## src/timer01_pkg.sv

```systemverilog
// Constants and carrier types shared by the timer 0/1 mode control block
package timer01_pkg;

	// ==========================================================
	// Register map
	localparam logic [7:0] TIMER_MODE_ADDR = 8'h89;
	localparam logic [7:0] TIMER_MODE_RST  = 8'h00;

	// ==========================================================
	// Field positions inside the mode register
	localparam int T1_GATE_BIT = 7;
	localparam int T1_SRC_BIT  = 6;
	localparam int T1_MODE_LSB = 4;
	localparam int T0_GATE_BIT = 3;
	localparam int T0_SRC_BIT  = 2;
	localparam int T0_MODE_LSB = 0;

	// ==========================================================
	// Operating modes
	typedef enum logic [1:0] {
		MODE_13BIT  = 2'h0,
		MODE_16BIT  = 2'h1,
		MODE_8RELOAD = 2'h2,
		MODE_SPLIT  = 2'h3
	} timer_mode_t;

	// ==========================================================
	// Timing: internal time base is the system clock divided by twelve
	localparam int         PRESCALE_DIV   = 12;
	localparam logic [3:0] PRESCALE_LAST  = 4'(PRESCALE_DIV - 1);
	localparam logic [3:0] PRESCALE_RST   = 4'h0;
	localparam int         SYNC_STAGES    = 3;

	// ==========================================================
	// Pin positions in the synchroniser vector
	localparam int PIN_IRQ0 = 0;
	localparam int PIN_IRQ1 = 1;
	localparam int PIN_CNT0 = 2;
	localparam int PIN_CNT1 = 3;
	localparam int PIN_NUM  = 4;

	// ==========================================================
	// Carriers
	typedef struct packed {
		logic        pin_gating;
		logic        source_select;
		timer_mode_t mode;
	} timer_cfg_t;

	typedef struct packed {
		logic timer1_count_input;
		logic timer0_count_input;
		logic ext_irq1_pin;
		logic ext_irq0_pin;
	} timer_pins_t;

	typedef struct packed {
		logic timer1_run;
		logic timer0_run;
		logic timer1_clock_scale;
		logic timer0_clock_scale;
	} timer_ctrl_t;

	typedef struct packed {
		logic [7:0] hi;
		logic [7:0] lo;
	} timer_count_t;

endpackage

```

## src/timer01_mode_control.sv

```systemverilog
// Timer 0 and Timer 1 with their shared mode register on the SFR bus
// What this block does
// RULE1 - Timer 1 ungated: counts whenever its run bit is set, pin ignored.
// RULE2 - Timer 1 gated: counts only with run bit set and irq pin 1 high.
// RULE3 - Timer 1 timer function: ticks on internal clock chosen by its scale bit.
// RULE4 - Timer 1 counter function: one step per falling edge on its count pin.
// RULE5 - Timer 1 modes: 00 13-bit, 01 16-bit, 10 8-bit auto-reload.
// RULE6 - Timer 1 mode 11: stopped, count held.
// RULE7 - Timer 0 ungated: counts whenever its run bit is set, pin ignored.
// RULE8 - Timer 0 gated: counts only with run bit set and irq pin 0 high.
// RULE9 - Timer 0 timer function: ticks on internal clock chosen by its scale bit.
// RULE10 - Timer 0 counter function: one step per falling edge on its count pin.
// RULE11 - Timer 0 modes: 00 13-bit, 01 16-bit, 10 8-bit auto-reload.
// RULE12 - Timer 0 mode 11: low and high bytes run as two 8-bit timers.
// RULE13 - 13-bit mode: five low bits prescale into the full high byte.
// RULE14 - Auto-reload: low byte counts, reloads from unchanged high byte.
module timer01_mode_control (
	// Clock and reset
	input  wire logic                   clk_sys,
	input  wire logic                   sys_rst,
	// SFR bus
	input  wire logic [7:0]             sfr_addr,
	input  wire logic                   sfr_wr,
	input  wire logic                   sfr_rd,
	input  wire logic [7:0]             sfr_wdata,
	output logic      [7:0]             sfr_rdata,
	// Run and clock-scale bits from neighbouring registers
	input  wire timer01_pkg::timer_ctrl_t ctrl,
	// External pins
	input  wire timer01_pkg::timer_pins_t pins,
	// Counts and overflow pulses
	output timer01_pkg::timer_count_t   timer0_count,
	output timer01_pkg::timer_count_t   timer1_count,
	output logic                        timer0_overflow,
	output logic                        timer1_overflow
);
	import timer01_pkg::*;

	// ==========================================================
	// Pin synchronisers
	logic [PIN_NUM-1:0] s1_q, s2_q, s3_q, filt_q, filt_d;
	logic [PIN_NUM-1:0] pin_vec;

	assign pin_vec = pins;

	// Three stages; a level is accepted only once stages two and three agree
	genvar gi;
	generate
		for (gi = 0; gi < PIN_NUM; gi++) begin : g_sync
			always_comb begin
				filt_d[gi] = (s2_q[gi] == s3_q[gi]) ? s3_q[gi] : filt_q[gi];
			end
			always_ff @(posedge clk_sys or posedge sys_rst) begin
				if (sys_rst) begin
					s1_q[gi]   <= 1'b1;
					s2_q[gi]   <= 1'b1;
					s3_q[gi]   <= 1'b1;
					filt_q[gi] <= 1'b1;
				end else begin
					s1_q[gi]   <= pin_vec[gi];
					s2_q[gi]   <= s1_q[gi];
					s3_q[gi]   <= s2_q[gi];
					filt_q[gi] <= filt_d[gi];
				end
			end
		end
	endgenerate

	// Falling edges on the count pins, taken on the filtered level
	logic fall0, fall1;
	assign fall0 = filt_q[PIN_CNT0] & ~filt_d[PIN_CNT0]; // RULE10
	assign fall1 = filt_q[PIN_CNT1] & ~filt_d[PIN_CNT1]; // RULE4

	// ==========================================================
	// Mode register
	logic [7:0] mode_q, mode_d;
	logic [7:0] rdata_q, rdata_d;
	logic       hit;

	assign hit = (sfr_addr == TIMER_MODE_ADDR);

	// Unmapped addresses read as zero so a shared read mux can OR buses
	always_comb begin
		mode_d  = mode_q;
		rdata_d = 8'h00;
		if (sfr_wr && hit) begin
			mode_d = sfr_wdata;
		end
		if (sfr_rd && hit) begin
			rdata_d = mode_q;
		end
	end

	always_ff @(posedge clk_sys or posedge sys_rst) begin
		if (sys_rst) begin
			mode_q  <= TIMER_MODE_RST;
			rdata_q <= 8'h00;
		end else begin
			mode_q  <= mode_d;
			rdata_q <= rdata_d;
		end
	end

	assign sfr_rdata = rdata_q;

	timer_cfg_t cfg0, cfg1;
	assign cfg0 = timer_cfg_t'(mode_q[T0_GATE_BIT:T0_MODE_LSB]);
	assign cfg1 = timer_cfg_t'(mode_q[T1_GATE_BIT:T1_MODE_LSB]);

	// ==========================================================
	// Divide-by-twelve time base
	logic [3:0] pre_q, pre_d;
	logic       tick12;

	assign tick12 = (pre_q == PRESCALE_LAST);

	always_comb begin
		pre_d = tick12 ? PRESCALE_RST : pre_q + 4'h1;
	end

	always_ff @(posedge clk_sys or posedge sys_rst) begin
		if (sys_rst) begin
			pre_q <= PRESCALE_RST;
		end else begin
			pre_q <= pre_d;
		end
	end

	// ==========================================================
	// Enables and count events
	logic en0, en1, itick0, itick1, inc0, inc1, inc0_hi;

	// Gate pin only matters when pin gating is selected
	assign en0 = ctrl.timer0_run & (~cfg0.pin_gating | filt_q[PIN_IRQ0]); // RULE7 RULE8
	assign en1 = ctrl.timer1_run & (~cfg1.pin_gating | filt_q[PIN_IRQ1]); // RULE1 RULE2

	// Scale bit set runs from the system clock directly, else from the /12 base
	assign itick0 = ctrl.timer0_clock_scale | tick12; // RULE9
	assign itick1 = ctrl.timer1_clock_scale | tick12; // RULE3

	assign inc0 = en0 & (cfg0.source_select ? fall0 : itick0); // RULE9 RULE10
	assign inc1 = en1 & (cfg1.source_select ? fall1 : itick1); // RULE3 RULE4

	// In split mode the upper byte of timer 0 borrows timer 1's run bit
	assign inc0_hi = ctrl.timer1_run & itick0; // RULE12

	// ==========================================================
	// Counters
	timer_count_t c0_q, c0_d, c1_q, c1_d;
	logic         ov0_q, ov0_d, ov1_q, ov1_d, ov1_own;

	always_comb begin
		c0_d    = c0_q;
		c1_d    = c1_q;
		ov0_d   = 1'b0;
		ov1_own = 1'b0;
		ov1_d   = 1'b0;
		// Timer 0
		case (cfg0.mode)
			MODE_13BIT: begin
				if (inc0) begin
					c0_d.lo[4:0] = c0_q.lo[4:0] + 5'h01; // RULE11 RULE13
					if (c0_q.lo[4:0] == 5'h1F) begin
						c0_d.hi = c0_q.hi + 8'h01; // RULE13
						ov0_d   = (c0_q.hi == 8'hFF);
					end
				end
			end
			MODE_16BIT: begin
				if (inc0) begin
					c0_d  = c0_q + 16'h0001; // RULE11
					ov0_d = (c0_q == 16'hFFFF);
				end
			end
			MODE_8RELOAD: begin
				if (inc0) begin
					c0_d.lo = (c0_q.lo == 8'hFF) ? c0_q.hi : c0_q.lo + 8'h01; // RULE11 RULE14
					ov0_d   = (c0_q.lo == 8'hFF);
				end
			end
			MODE_SPLIT: begin
				if (inc0) begin
					c0_d.lo = c0_q.lo + 8'h01; // RULE12
					ov0_d   = (c0_q.lo == 8'hFF);
				end
				if (inc0_hi) begin
					c0_d.hi = c0_q.hi + 8'h01; // RULE12
					ov1_d   = (c0_q.hi == 8'hFF);
				end
			end
			default: begin
				c0_d = c0_q;
			end
		endcase
		// Timer 1
		case (cfg1.mode)
			MODE_13BIT: begin
				if (inc1) begin
					c1_d.lo[4:0] = c1_q.lo[4:0] + 5'h01; // RULE5 RULE13
					if (c1_q.lo[4:0] == 5'h1F) begin
						c1_d.hi = c1_q.hi + 8'h01; // RULE13
						ov1_own = (c1_q.hi == 8'hFF);
					end
				end
			end
			MODE_16BIT: begin
				if (inc1) begin
					c1_d    = c1_q + 16'h0001; // RULE5
					ov1_own = (c1_q == 16'hFFFF);
				end
			end
			MODE_8RELOAD: begin
				if (inc1) begin
					c1_d.lo = (c1_q.lo == 8'hFF) ? c1_q.hi : c1_q.lo + 8'h01; // RULE5 RULE14
					ov1_own = (c1_q.lo == 8'hFF);
				end
			end
			// Stopped: count is simply held
			default: begin
				c1_d = c1_q; // RULE6
			end
		endcase
		// Timer 1 keeps counting while timer 0 is split, but its overflow
		// output is then owned by timer 0's upper byte
		if (cfg0.mode != MODE_SPLIT) begin
			ov1_d = ov1_own;
		end
	end

	always_ff @(posedge clk_sys or posedge sys_rst) begin
		if (sys_rst) begin
			c0_q  <= '0;
			c1_q  <= '0;
			ov0_q <= 1'b0;
			ov1_q <= 1'b0;
		end else begin
			c0_q  <= c0_d;
			c1_q  <= c1_d;
			ov0_q <= ov0_d;
			ov1_q <= ov1_d;
		end
	end

	assign timer0_count    = c0_q;
	assign timer1_count    = c1_q;
	assign timer0_overflow = ov0_q;
	assign timer1_overflow = ov1_q;
endmodule

```

## config.mk

```make
export PLATFORM = sky130hd
export DESIGN_NAME = timer01_mode_control
export DESIGN_NICKNAME = d
export VERILOG_FILES = /design/src/timer01_pkg.sv /design/src/timer01_mode_control.sv
export SDC_FILE = /design/constraint.sdc
export NUM_CORES = 1
export LEC_CHECK = 0
export ABC_AREA = 0
export BUFFER_PORTS_ARGS = -buffer_cell sky130_fd_sc_hd__buf_4
export CORE_UTILIZATION = 59
export DETAILED_ROUTE_END_ITERATION = 16
export GPL_TIMING_DRIVEN = 0
export HOLD_SLACK_MARGIN = 0.03
export PLACE_DENSITY = 0.95
export SLEW_MARGIN = 10
export SYNTH_ARGS = -nofsm -noshare
export SYNTH_HDL_FRONTEND = slang
export SYNTH_SLANG_ARGS = --single-unit
```

## constraint.sdc

```tcl
create_clock -name clk_sys -period 3.2 [get_ports clk_sys]
set_input_delay 0.32 -clock clk_sys [delete_from_list [all_inputs] [get_ports clk_sys]]
set_output_delay 0.32 -clock clk_sys [all_outputs]
set_load 0.1 [all_outputs]
```

==> run metrics, run 1 <==
status complete, no violations; mapped cell area 3393 sq um; final hold vios 0; flop2flop setup slack 0.94 ns; crit path kind reg -> reg; later-pin clock latency in the skew report approximately 0.35 ns; Final Cell Area 4203 sq um; most frequent cell after synthesis dfrtp_1; area of the die between 6000 and 7000 sq um; Avg Cell Area, Syn 10.88 sq um; Initial Util 61.25%; Slew Viols, Final 0; final setup fails 0; number of nets with antenna violations after routing 0; clk buf depth 2; Fillers 335; Min-Delay Path Class in -> reg; layout cell share with drive strength beyond 1 30.98%; Core Area 5540 sq um; # nets final 431; worst stage delay on the critical path 0.54 ns; I/O pin count 70; Critical Path Slowest Stage Cell dfstp_2; crit-path cells or3b_1 -> a221oi_4 -> and3b_1 -> and3_1 -> mux2_1; Synth top area share 39.82%; htree depth 3; CTS root buf clkbuf_8; Die Y-Extent 77.84 microns; Max Freq 0.4429 GHz; Area Growth Syn to Fin 23.86%; Post-CTS Setup Inserts 0; fin crit share 70.56%; total wire length 7828 microns; Place WS 0.9679 ns; PostCTS Resize Cnt 0; routing usage on met2 45.84%; DP Area between 4000 and 5000 sq um; DP HPWL ~5600 microns; number of max-cap violations 0; Worst Max-Slew Pin Slew 0.8176 ns; critical path launch point type flip-flop; crit path time final 2.258 ns; setup TNS 0 ns; CTS Hold Bufs 0; DRC Markers 0; Worst Skew 0.006764 ns; DR WL/cell around 17 microns; die width ~80 microns; Hold Slack 0.06914 ns; Clock Sinks 70; CTS tree yes; cell taking the most area after synthesis dfrtp_1; port bufs 69; Worst VDD drop ~0.55 mV; crit path capture type flip-flop; total CTS buffers 9; grt total ovfl 0; Leak 2.022 nW; synth unique cells 58; Top Usage Layer GRT met2; Synth Register Bits 70; Post-synth top cells 54 x dfrtp_1, 20 x nand2_1, 20 x nor2_1; met3 GRT Util 7.647%; # diodes 0; Final GP Congestion 0.8744; largest net degree at the start of global routing 71; dominant synthesized flop cell dfrtp_1; Pwr Density 649.3 nW/um^2; multi-input logic area 1535 sq um; initial antenna violation count 0; via count 2825; row cnt 27; slew margin rel. 45.49%; fraction of registers with async set/reset 100.0%; DR iter-0 viols 416; DR vias/cell 6.023; Total GRT Usage 28.63%; CTS clk-pin slew, worst paths 0.08 ns; Crit Path Max Fanout 7; Critical Path AT roughly 2.5 ns; Setup WS post-layout 0.9422 ns; sequential cell area ~1800 sq um; worst endpoint required time 3.44 ns; Cells after Synth 312; global-route wire length before repair between 10000 and 15000 microns; sequential element share of the synthesized area a little over half; met1 Use GR 35.79%; Synthesis Warnings 0; EDFF count, synth 0; Mapped Nets 351; largest cells by area after synthesis dfrtp_1 40%, dfstp_2 12%, ha_1 4.1%, mux2_2 3.7%, and3_1 3.1%; RSZ-0062 raised after global routing no; vias in the first global route 2770; Pre-Repair DR Iteration Count 6
==> worst paths after layout <==
check                           from               to  depth (start not counted)
hold / removal               pins[3]          s1_q[3]                          1
setup / recovery           filt_q[3]  timer1_count[6]                          5
min in group asynchronous    sys_rst        mode_q[1]                          2
max in group asynchronous    sys_rst  timer1_count[9]                          2
setup reg to reg           filt_q[3]  timer1_count[6]                          5
hold reg to reg              s1_q[2]          s2_q[2]                          0
==> placed cells by master, fill, tap and decap left out, drive strengths merged, types with 2 or more instances in the layout <==
| cell type | n |
|---|---|
| a21oi | 10 |
| a221oi | 2 |
| a22oi | 3 |
| a2bb2oi | 2 |
| a31oi | 2 |
| a32oi | 2 |
| and2 | 4 |
| and3 | 17 |
| and3b | 2 |
| and4 | 2 |
| buf | 73 |
| clkbuf | 10 |
| clkinv | 6 |
| dfrtp | 54 |
| dfstp | 16 |
| ha | 11 |
| inv | 16 |
| maj3 | 4 |
| mux2 | 12 |
| mux2i | 4 |
| nand2 | 20 |
| nand2b | 2 |
| nand3 | 15 |
| nand4 | 7 |
| nor2 | 20 |
| nor2b | 4 |
| nor3 | 7 |
| o21a | 2 |
| o21ai | 22 |
| o21bai | 2 |
| o22ai | 4 |
| o31a | 2 |
| o31ai | 3 |
| or3 | 2 |
| or3b | 2 |
| xnor2 | 10 |
| xor2 | 5 |
==> report_power, final <==
part           leakage, nW  switching, mW  internal, mW
Clock                0.103          0.350         0.362
Sequential           0.901          0.134         0.979
Combinational         1.02          0.678         0.226
Total                 2.02           1.16          1.57
==> flip-flops by register name (all words and copies together) (netlist names) <==
signal           count
sfr_rdata            8
mode_q               8
s2_q                 4
timer0_count        16
timer0_overflow      1
timer1_count        16
s3_q                 4
timer1_overflow      1
s1_q                 4
pre_q                4
filt_q               4
==> layer usage <==
| layer | wire length, microns | vias up |
|---|---|---|
| met5 | 0 | - |
| met4 | 226 | 0 |
| met3 | 567 | 24 |
| met2 | 3842 | 142 |
| met1 | 3192 | 1359 |
| li1 | - | 1300 |
==> area by class of cell <==
cell class              count  area share [%]
repair buffers             69           12.33
multi-input cells         221           36.53
flip-flops and latches     70           42.16
well taps                  72           2.143
inverters                  16           1.489
clock inverters             7           1.786
clock buffers               9           2.947
plain buffers               5          0.6252
==> worst max-delay path, delay by kind of cell (launching register included) <==
family	cells	cell delay (ns)
simple gates	3	0.85
compound gates	1	0.42
flops	1	0.54
mux	1	0.32
==> per-stage QoR <==
step,util [%],total power [mW],std cells
finish,75.86,2.729,469
global route,75.86,2.841,469
CTS,75.86,2.731,469
detailed placement,72.27,2.025,453
global placement,72.22,1.990,453
floorplan,-,1.796,312
==> logic make-up (layout without fill, tap and decap cells) <==
logic type	after synthesis	in the layout	share of synthesized area, %
flops	70	70	52.21
buf+inv	21	106	2.544
fa+ha+maj	15	15	5.236
simple gates	109	109	17.33
mux	16	16	5.162
compound gates	66	66	13.64
xor+xnor	15	15	3.872
(Power assumes the default switching activity.)
==> run 2: changes to the inputs <==
Settings changed: CORE_UTILIZATION 59 to 55, PLACE_DENSITY 0.95 to 0.9.
Clock period 3.2 ns to 2.1 ns, I/O delays scaled along.
==> run 2 against run 1 <==
The run now ends with setup timing left. Design area rose by 8.0%. Via count is 3.2% higher. Clock skew rose by 0.0073 ns. Sequential power up 56%. Clock power rose by 74%. Critical path depth did not move. Final cell count rose by 3.6%. Combinational power up 65%. Maximum frequency grew 7.0%. Global-route usage decreased by 1.4 points. Critical endpoint unchanged.
==> run metrics, run 2 (synthesized netlist as in run 1, its figures left out) <==
CTS root buf clkbuf_8 (unchanged); final std cells w/o fill 486 (was 469); CTS clk-pin slew, worst paths 0.09 ns (was 0.08 ns); vias in the first global route 2859 (was 2770); largest net degree at the start of global routing 37 (was 71); Initial Util 57.31% (was 61.25%); DP Area 4090 sq um (was 4004 sq um); crit-path cells or3b_4 -> a221oi_4 -> and3b_2 -> and3_4 -> mux2_4 (was or3b_1 -> a221oi_4 -> and3b_1 -> and3_1 -> mux2_1); DP HPWL 5748 microns (was 5634 microns); total CTS buffers 9 (unchanged); number of nets with antenna violations after routing 0 (unchanged); Clock Sinks 70 (unchanged); initial antenna violation count 0 (unchanged); Critical Path Slowest Stage Cell dfstp_2 (unchanged); Hold Crit Depth 2 (was 1); Pre-Repair DR Iteration Count 4 (was 6); most frequent cells in the layout 76 x buf_4, 41 x dfrtp_1, 20 x nand2_1 (was 70 x buf_4, 54 x dfrtp_1, 20 x nand2_1, 20 x nor2_1); CTS tree yes (unchanged); Crit Path Max Fanout 5 (was 7); final hold vios 0 (unchanged); Die Y-Extent 80.55 microns (was 77.84 microns); Reg2Reg Depth 5 (unchanged); Total GRT Usage 27.25% (was 28.63%); Clock Power Share 27.9% (was 26.1%); DR WL/cell 17.33 microns (was 16.69 microns); failing checks setup timing; RSZ-0062 raised after global routing yes (was no); htree depth 3 (unchanged); Max Freq 0.4738 GHz (was 0.4429 GHz); DRC Markers 0 (unchanged); layout cell share with drive strength beyond 1 40.15% (was 30.98%); Worst Skew 0.01409 ns (was 0.006764 ns); row cnt 28 (was 27); slew margin rel. 62.48% (was 45.49%); status finished with violations (was complete, no violations); Core Area 5921 sq um (was 5540 sq um); Final Cell Area 4538 sq um (was 4203 sq um); Worst VDD drop 0.8190 mV (was 0.5507 mV); grt total ovfl 0 (unchanged); crit-path leading delay family simple AND/OR/NAND/NOR gates (unchanged); utilization after layout 76.65% (was 75.86%); Worst Max-Slew Pin Slew 0.5569 ns (was 0.8176 ns); later-pin clock latency in the skew report 0.36 ns (was 0.35 ns); worst endpoint required time 2.35 ns (was 3.44 ns); DR vias/cell 5.998 (was 6.023); crit path capture type flip-flop (unchanged); Slew Viols, Final 0 (unchanged); setup TNS -0.01082 ns (was 0 ns); area of the die 6488 sq um (was 6058 sq um); CP bufs+invs 0 (unchanged); worst stage delay on the critical path 0.54 ns (about the same); Internal 2.619 mW (was 1.566 mW); I/O pin count 70 (unchanged); power share of the combinational group 33.4% (was 33.1%); Sw Share 41.30% (was 42.60%); Min-Delay Path Class in -> reg (unchanged); via count 2915 (was 2825); Leak 2.084 nW (was 2.022 nW); crit path time final 2.111 ns (was 2.258 ns); Pwr Density 983.0 nW/um^2 (was 649.3 nW/um^2); placed cell count 457 (was 453); total wire length 8421 microns (was 7828 microns); Area Growth Syn to Fin 33.74% (was 23.86%); overall power 4.461 mW (was 2.729 mW); Final GP Congestion 0.8897 (was 0.8744); # nets final 445 (was 431); port bufs 69 (unchanged); fin crit share 100.5% (was 70.56%); global-route wire length before repair 13190 microns (was 13040 microns); number of max-cap violations 0 (unchanged); Net Switching 1.842 mW (was 1.162 mW); clk buf depth 2 (unchanged); # diodes 0 (unchanged); most common cell after layout, fill and taps aside buf_4 (unchanged); crit path kind reg -> reg (unchanged); DR iter-0 viols 282 (was 416); cell count along the critical path 5 (unchanged); Critical Path AT 2.36 ns (was 2.49 ns); Setup WS post-layout -0.01082 ns (was 0.9422 ns); die width 80.55 microns (was 77.84 microns); final setup fails 1 (was 0); critical path launch point type flip-flop (unchanged); Flop pwr share 38.8% (was 40.8%)
==> run 2: cell types whose count changed in the layout (fill, tap and decap cells not counted), sizes merged <==
cell and delta:
inv +1, clkbuf +2, clkinv -6, clkinvlp +3, dlygate4sd3 +5, buf +9
==> run 2: final timing paths <==
kind | endpoint | slack [ns] | start
min reg2reg | s2_q[1] | 0.36 | s1_q[1]
min in group asynchronous | timer0_count[15] | 0.42 | sys_rst
max reg2reg | timer1_count[6] | -0.01 | filt_q[3]
max in group asynchronous | s3_q[1] | 1.08 | sys_rst
min | mode_q[6] | 0.09 | sfr_wdata[6]
max | timer1_count[6] | -0.01 | filt_q[3]
==> run 2: power groups by stage <==
| stage | sequential [mW] | clock (mW) | combinational (mW) |
|---|---|---|---|
| final | 1.73 | 1.24 | 1.49 |
| after global placement | 1.73 | 0 | 1.36 |
| after global routing | 1.75 | 1.32 | 1.56 |
| after floorplan | 2.44 | 0 | 0.339 |
| after detailed placement | 1.74 | 0 | 1.40 |
| after CTS | 1.71 | 1.24 | 1.43 |
==> run 2: per-layer routing <==
layer  vias up  track usage (%)  part of all wire (%)
met1      1406            34.46                    41
li1       1327                -                     -
met4         0            15.89                   4.1
met5         -                0                     0
met2       141            42.80                    48
met3        41            5.909                   6.3
==> run 2: worst register-to-register path: stages (launching register included) <==
cell and delay (ns):
dfstp_2 0.54, or3b_4 0.38, a221oi_4 0.37, and3b_2 0.26, and3_4 0.18, mux2_4 0.29
==> run 2: final cells by class <==
type	count	area [sq um]
Clock buffer	11	173.9
Buffer	5	36.28
Clock inverter	5	61.31
Tap cell	75	93.84
Multi-Input combinational cell	221	1670
Fill cell	361	1383
Timing Repair Buffer	83	651.9
Inverter	16	62.56
Sequential cell	70	1788
==> run 2: what timing repair did <==
item                                    in CTS  in global routing
hold buffers                                 5                  0
gates resized for setup                      7                 18
buffers inserted                             4                  4
endpoints found under the setup margin       7                 25
hold endpoints to repair                    30                  0
pin swaps                                    3                  7
==> run 2: through the flow <==
stage	setup WS, ns	hold WS [ns]
floorplan	-0.04816	0.2145
global placement	-0.8058	0.3181
detailed placement	-0.1199	0.2570
CTS	-0.01382	0.09129
global route	-0.06328	0.08203
finish	-0.01082	0.08889
